## config.mk

```make
export PLATFORM = sky130hd
export DESIGN_NAME = dmt_data_memory
export DESIGN_NICKNAME = d
export VERILOG_FILES = /design/src/verilog/dmt_data_memory.v
export VERILOG_INCLUDE_DIRS = /design/src /design/src/verilog
export SDC_FILE = /design/constraint.sdc
export NUM_CORES = 2
export LEC_CHECK = 0
export ABC_AREA = 1
export BUFFER_PORTS_ARGS = -buffer_cell sky130_fd_sc_hd__buf_2
export CAP_MARGIN = 20
export CORE_UTILIZATION = 30
export CTS_BUF_LIST = sky130_fd_sc_hd__clkbuf_2
export DETAILED_ROUTE_END_ITERATION = 8
export MAX_ROUTING_LAYER = met4
export PLACE_DENSITY = 0.47
export SETUP_SLACK_MARGIN = 0.02
export SYNTH_ARGS = -nofsm -noshare
export SYNTH_HDL_FRONTEND = slang
export SYNTH_SLANG_ARGS = --single-unit
```

## constraint.sdc

```tcl
create_clock -name clk_in -period 3.61 [get_ports clk_in]
set_input_delay 0.361 -clock clk_in [delete_from_list [all_inputs] [get_ports clk_in]]
set_output_delay 0.361 -clock clk_in [all_outputs]
set_load 0.01 [all_outputs]
```

## src/verilog/dmt_regs.vh

```
// Data memory map, field positions and variant constants.
`ifndef DMT_REGS_VH
`define DMT_REGS_VH
`define DMT_ADDR_IND       8'h00
`define DMT_ADDR_MP        8'h01
`define DMT_ADDR_ACC       8'h05
`define DMT_ADDR_PCL       8'h06
`define DMT_ADDR_TBLP      8'h07
`define DMT_ADDR_TABLE_HIGH_BYTE      8'h08
`define DMT_GP_START       8'h40
`define DMT_GP_LEN_DEF     9'h0c0
`define DMT_PAGE_MSB       11
`define DMT_PAGE_LSB       8
`define DMT_PTR_TOP_BIT    7
`define DMT_PC_WIDTH       12
`define DMT_WORD_WIDTH     15
`define DMT_RST_BYTE       8'h00
`define DMT_RST_PC         12'h000
`endif
```

## src/verilog/dmt_data_memory.v

```verilog
// Data memory space with indirect port, accumulator, program counter low and table read.
`timescale 1ns/100ps
`include "dmt_regs.vh"

module dmt_data_memory
#(
  parameter TBL_WIDTH  = 12,
  parameter GP_LEN     = 192,
  parameter SMALL_RAM  = 0,
  parameter [7:0] PROT_MASK_TABLE_HIGH_BYTE = 8'hff
)
(
  // Clock and reset
  input  wire        clk_in,
  input  wire        nrst_in,
  // Data memory access from the core
  input  wire [7:0]  mem_addr_in,
  input  wire        mem_rd_in,
  input  wire        mem_wr_in,
  input  wire [7:0]  mem_wdata_in,
  input  wire        bit_op_in,
  input  wire [7:0]  bit_mask_in,
  input  wire        bit_set_in,
  output reg  [7:0]  mem_rdata_out,
  // Accumulator load from the ALU
  input  wire        alu_wr_in,
  input  wire [7:0]  alu_result_in,
  output reg  [7:0]  accumulator_out,
  // Program counter
  input  wire        pc_step_in,
  output reg  [11:0] pc_out,
  output reg         dummy_cycle_out,
  // Table read
  input  wire        tbl_start_in,
  input  wire        tbl_last_page_in,
  input  wire [7:0]  tbl_dest_in,
  output reg  [11:0] tbl_addr_out,
  output reg         tbl_fetch_out,
  input  wire [14:0] prog_word_in,
  output reg         tbl_done_out
);

  localparam ST_IDLE  = 1'b0;
  localparam ST_FETCH = 1'b1;

  reg  [7:0]  ram [0:255];
  reg  [7:0]  mp_reg;
  reg  [7:0]  acc_reg;
  reg  [7:0]  tblp_reg;
  reg  [7:0]  table_high_byte_reg;
  reg  [11:0] pc_reg;
  reg         state_reg;
  reg  [7:0]  dest_reg;
  reg  [11:0] taddr_next;
  reg  [7:0]  eff_addr;
  reg  [7:0]  rd_val;
  reg  [7:0]  cur_val;
  reg  [7:0]  wr_val;
  reg         gp_hit;
  reg  [8:0]  gp_off;
  // Write and table decode strobes.
  reg         wr_any;
  reg         wr_mp;
  reg         wr_acc;
  reg         wr_pcl;
  reg         wr_tblp;
  reg         wr_ram;
  reg         tbl_end;
  reg         tbl_mp;
  reg         tbl_acc;
  reg         tbl_tblp;
  reg         tbl_ram;
  reg  [8:0]  dest_off;
  wire [11:0] width_mask;

  assign width_mask = (12'hfff >> (12 - TBL_WIDTH));

  // Indirect port redirects through the pointer with no extra cycle.
  always @*
  begin
    if (mem_addr_in == `DMT_ADDR_IND)
      eff_addr = mp_reg;
    else
      eff_addr = mem_addr_in;
    gp_off = {1'b0, eff_addr} - {1'b0, `DMT_GP_START};
    gp_hit = (eff_addr >= `DMT_GP_START) && (gp_off < GP_LEN);
  end

  // Unused special addresses and the port seen through itself read as zero.
  always @*
  begin
    if (eff_addr == `DMT_ADDR_IND)
      rd_val = `DMT_RST_BYTE;
    else if (eff_addr == `DMT_ADDR_MP)
      rd_val = SMALL_RAM ? (mp_reg | 8'h80) : mp_reg;
    else if (eff_addr == `DMT_ADDR_ACC)
      rd_val = acc_reg;
    else if (eff_addr == `DMT_ADDR_PCL)
      rd_val = pc_reg[7:0];
    else if (eff_addr == `DMT_ADDR_TBLP)
      rd_val = tblp_reg;
    else if (eff_addr == `DMT_ADDR_TABLE_HIGH_BYTE)
      rd_val = table_high_byte_reg;
    else if (gp_hit)
      rd_val = ram[eff_addr];
    else
      rd_val = `DMT_RST_BYTE;
  end

  // Bit operations read, modify and write one byte.
  always @*
  begin
    cur_val = rd_val;
    if (bit_op_in)
      wr_val = bit_set_in ? (cur_val | bit_mask_in) : (cur_val & ~bit_mask_in);
    else
      wr_val = mem_wdata_in;
  end

  always @*
  begin
    if (tbl_last_page_in)
      taddr_next = {4'hf, tblp_reg} & width_mask;
    else
      taddr_next = {pc_reg[`DMT_PAGE_MSB:`DMT_PAGE_LSB], tblp_reg} & width_mask;
  end

  // The indirect port never stores, and the table high byte has no write path.
  always @*
  begin
    wr_any  = (mem_wr_in || bit_op_in) && (eff_addr != `DMT_ADDR_IND);
    wr_mp   = wr_any && (eff_addr == `DMT_ADDR_MP);
    wr_acc  = wr_any && (eff_addr == `DMT_ADDR_ACC);
    wr_pcl  = wr_any && (eff_addr == `DMT_ADDR_PCL);
    wr_tblp = wr_any && (eff_addr == `DMT_ADDR_TBLP);
    wr_ram  = wr_any && gp_hit;
  end

  // A table read lands its low byte in the destination during the fetch state.
  always @*
  begin
    tbl_end  = (state_reg == ST_FETCH);
    dest_off = {1'b0, dest_reg} - {1'b0, `DMT_GP_START};
    tbl_mp   = tbl_end && (dest_reg == `DMT_ADDR_MP);
    tbl_acc  = tbl_end && (dest_reg == `DMT_ADDR_ACC);
    tbl_tblp = tbl_end && (dest_reg == `DMT_ADDR_TBLP);
    tbl_ram  = tbl_end && (dest_reg >= `DMT_GP_START) && (dest_off < GP_LEN);
  end

  // A table read into the pointer wins over a bus write in the same cycle.
  always @(posedge clk_in)
  begin
    if (!nrst_in)
      mp_reg <= `DMT_RST_BYTE;
    else if (tbl_mp)
      mp_reg <= SMALL_RAM ? {1'b0, prog_word_in[6:0]} : prog_word_in[7:0];
    else if (wr_mp)
      mp_reg <= SMALL_RAM ? {1'b0, wr_val[6:0]} : wr_val;
  end

  // A table result, then the ALU result, take priority over a bus write.
  always @(posedge clk_in)
  begin
    if (!nrst_in)
      acc_reg <= `DMT_RST_BYTE;
    else if (tbl_acc)
      acc_reg <= prog_word_in[7:0];
    else if (alu_wr_in)
      acc_reg <= alu_result_in;
    else if (wr_acc)
      acc_reg <= wr_val;
  end

  // A table read into the table pointer wins over a bus write in the same cycle.
  always @(posedge clk_in)
  begin
    if (!nrst_in)
      tblp_reg <= `DMT_RST_BYTE;
    else if (tbl_tblp)
      tblp_reg <= prog_word_in[7:0];
    else if (wr_tblp)
      tblp_reg <= wr_val;
  end

  // A low-byte write keeps the page bits, so the jump stays inside the page.
  always @(posedge clk_in)
  begin
    if (!nrst_in)
      pc_reg <= `DMT_RST_PC;
    else if (wr_pcl)
      pc_reg <= {pc_reg[`DMT_PAGE_MSB:`DMT_PAGE_LSB], wr_val};
    else if (pc_step_in)
      pc_reg <= (pc_reg + 12'h001) & width_mask;
  end

  // The core stalls one cycle while the new program counter takes effect.
  always @(posedge clk_in)
  begin
    if (!nrst_in)
      dummy_cycle_out <= 1'b0;
    else
      dummy_cycle_out <= wr_pcl;
  end

  // General purpose storage has no reset; a bus write and a table result may land together.
  always @(posedge clk_in)
  begin
    if (wr_ram)
      ram[eff_addr] <= wr_val;
    if (tbl_ram)
      ram[dest_reg] <= prog_word_in[7:0];
  end

  // Table read sequencer: start, one fetch cycle, then completion.
  always @(posedge clk_in)
  begin
    if (!nrst_in)
    begin
      state_reg     <= ST_IDLE;
      dest_reg      <= `DMT_RST_BYTE;
      tbl_addr_out  <= `DMT_RST_PC;
      tbl_fetch_out <= 1'b0;
      tbl_done_out  <= 1'b0;
    end
    else
    begin
      case (state_reg)
        ST_IDLE:
        begin
          tbl_done_out <= 1'b0;
          if (tbl_start_in)
          begin
            tbl_addr_out  <= taddr_next;
            tbl_fetch_out <= 1'b1;
            dest_reg      <= tbl_dest_in;
            state_reg     <= ST_FETCH;
          end
        end
        ST_FETCH:
        begin
          tbl_fetch_out <= 1'b0;
          tbl_done_out  <= 1'b1;
          state_reg     <= ST_IDLE;
        end
        default:
        begin
          tbl_fetch_out <= 1'b0;
          tbl_done_out  <= 1'b0;
          state_reg     <= ST_IDLE;
        end
      endcase
    end
  end

  // Only a table read loads the high byte; bit seven lies beyond the 15-bit word.
  always @(posedge clk_in)
  begin
    if (!nrst_in)
      table_high_byte_reg <= `DMT_RST_BYTE;
    else if (tbl_end)
      table_high_byte_reg <= {1'b0, prog_word_in[14:8]} & PROT_MASK_TABLE_HIGH_BYTE;
  end

  // Registered copies keep every output straight from a flip-flop.
  always @(posedge clk_in)
  begin
    if (!nrst_in)
    begin
      mem_rdata_out   <= `DMT_RST_BYTE;
      accumulator_out <= `DMT_RST_BYTE;
      pc_out          <= `DMT_RST_PC;
    end
    else
    begin
      if (mem_rd_in)
        mem_rdata_out <= rd_val;
      accumulator_out <= acc_reg;
      pc_out          <= pc_reg;
    end
  end

endmodule // dmt_data_memory

```

==> run metrics <==
Clock Sinks=1631; HP Class=input port to flip-flop; crit path capture type=flip-flop; post-route setup slack=-0.729 ns; die span in y=546 µm; gpl congestion=0.970; Tot GR Track Use=between 20 and 30%; peak supply drop=199 µV; YS warnings=0; worst-margin pin slew=roughly 1.2 ns; failing checks=setup timing; Syn Nets=11200; commonest non-fill, non-tap cell in the layout=nand2_1; commonest non-fill, non-tap cells in the layout=4101 x nand2_1, 1536 x edfxtp_1, 1073 x o21ai_1; Syn Inst Count=about 11000; Post-Route Skew=0.269 ns; H-tree levels=5; Syn Std Cell Area=~89000 µm²; Post-synth EDFFs=1536; via/cell ratio=5.23; fin. max-slew vios=0; layout cells sized above 1=19.5%; post-route antenna net violation count=0; worst-path maximum fanout=8; CTS tree=done; largest net degree at the start of global routing=about 110; input/output buffers=107; final hold viol count=0; MaxCap Viol Count=0; Layout area overhead=26.0%; P_leak=49.8 nW; Num CTS Buffers=459; fin nets=roughly 12000; later-pin clock latency in the skew report=1.93 ns; Tot Pwr=around 0.043 W; final setup violation count=3052; drt first pass iters=6; first-pass GRT wire length=587000 µm; f_max=230 MHz; WP data arrival=5.82 ns; root buf cell=clkbuf_2; placed insts=15300; Synth Area per Inst=roughly 8.0 µm²; Slew HR=21.9%; PD cells=386 nW/µm²; Die Width=546 µm; CP startpoint kind=flip-flop; Post-Layout Cell Count=16500; initial antenna violation count=34; global route overflow=0; RSZ-0062 raised after global routing=true; Most used DFF post-synth=edfxtp_1; core area=between 200000 and 300000 µm²; highest cell delay on the worst timing path=0.37 ns; Period minus WS final=between 4 and 5 ns; CP required=5.09 ns; distinct cell type count of the synthesized netlist=39; detailed-route via count=roughly 86000; register area share after synthesis=54.1%; # fillers=30200; Setup CP Type=flip-flop to flip-flop; #FFs+latches synth=~1600; vias in the first global route=80800; Post-synth ARST share=0%; DRT iter0 DRCs=10900; WL per Instance=around 26 µm; Slowest cell on crit path=dfxtp_2; final wirelength=427000 µm; max FFs per register=1536; DIE AREA=just under 300000 µm²; Max Buffers Root-to-Sink=4; register clock-pin slew on the reported worst setup and hold paths=0.14 ns; Ports=between 100 and 150; Most flops, register=ram; status=finished, violations left; HPWL Detailed=around 270000 µm; Final period util=120%; # DRC=0; Rows=between 150 and 200; Starting Density=a little under a third
==> metrics by stage <==
| step | setup WS (ns) | area [µm²] | utilization [%] | hold WS [ns] | setup TNS, ns |
|---|---|---|---|---|---|
| 6_report | -0.729 | 112000 | 38.0 | 0.142 | -1074.91 |
| 5_1_grt | -0.699 | 112000 | 38.0 | 0.0992 | -1102.02 |
| 4_1_cts | -0.583 | 109000 | 37.2 | 0.000941 | -704.23 |
| 3_5_place_dp | -1.67 | 101000 | 34.4 | 0.424 | -3479.25 |
| 3_3_place_gp | -1.68 | 101000 | 34.4 | 0.417 | -3531.54 |
| 2_1_floorplan | -0.181 | 88800 | - | 0.407 | -144.73 |
==> cell families (layout without fill, tap and decap cells) <==
logic type,count (synthesis),count (layout),synth area share (%)
AOI/OAI and AO/OA,2278,2278,13.5
xor gates and xnor gates,6,6,0.0592
adders and majority gates,1,1,0.0141
buffers and inverters,1824,3248,8.48
DFF,1631,1631,54.1
other,0,32,0
and+or+nand+nor,5363,5366,23.8
==> layout make-up <==
| class | count | area [µm²] | share of cell area [%] |
|---|---|---|---|
| Antenna cell | 32 | 80.1 | 0.0716 |
| Sequential cell | 1631 | 48000 | 43.0 |
| Inverter | 905 | 3480 | 3.11 |
| Clock inverter | 106 | 603 | 0.539 |
| Multi-Input combinational cell | 7651 | 34600 | 30.9 |
| Timing Repair Buffer | 1551 | 16700 | 14.9 |
| Clock buffer | 686 | 3430 | 3.07 |
| Tap cell | 3919 | 4900 | 4.39 |
==> synth_stat cells (all sizes together), types with 8 or more instances <==
master     n  share of area [%]
or2       56               0.39
nand4      8              0.056
nand3    280                1.6
clkbuf   590                2.5
a21oi    156               0.89
a32o      39               0.44
clkinv    15              0.063
nor2     650                2.8
inv      890                3.8
nor3      20               0.11
dfxtp     95                2.1
nand3b   104               0.88
o21ai   1920                 11
o211ai    14               0.12
edfxtp  1536                 52
o31ai    125                1.1
nand2   4242                 18
buf      329                2.2
o22ai     17               0.12
==> report_power, final <==
group	switching [W]	internal (W)
sequential	0.0000397	0.0210
clock	0.00877	0.00542
combinational	0.00506	0.00288
total	0.0139	0.0293
==> critical path: cells and delay by family, from the launching register on <==
family          cells  cell delay (ns)
flops               1             0.37
buf+inv            11             1.66
compound gates      2             0.15
simple gates       18             1.69
==> routing by layer <==
layer	track usage, %	part of all wire (%)	up-vias
met5	-	0	-
met4	12.6	5.0	0
met3	5.60	11	976
met2	42.2	44	4804
met1	35.8	40	41300
li1	-	-	39100
==> worst paths after layout <==
kind / start / endpoint / slack [ns] / cells after the start
setup / recovery: mp_reg[0] / ram[221][2] / -0.73 / 31
hold / removal: mem_wdata_in[0] / acc_reg[0] / 0.14 / 7
setup reg to reg: mp_reg[0] / ram[221][2] / -0.73 / 31
hold reg to reg: acc_reg[0] / accumulator_out[0] / 0.39 / 2
==> repair_timing <==
item / 4_1_cts / 5_1_grt
hold buffers: 169 / 0
gates resized for setup: 265 / 277
endpoints found under the setup margin: 3114 / 3076
buffers inserted: 72 / 69
endpoints found under the hold margin: 2898 / 0
cloned: 28 / 38
pin swaps: 45 / 78
Power figures use the tool's default switching activity.
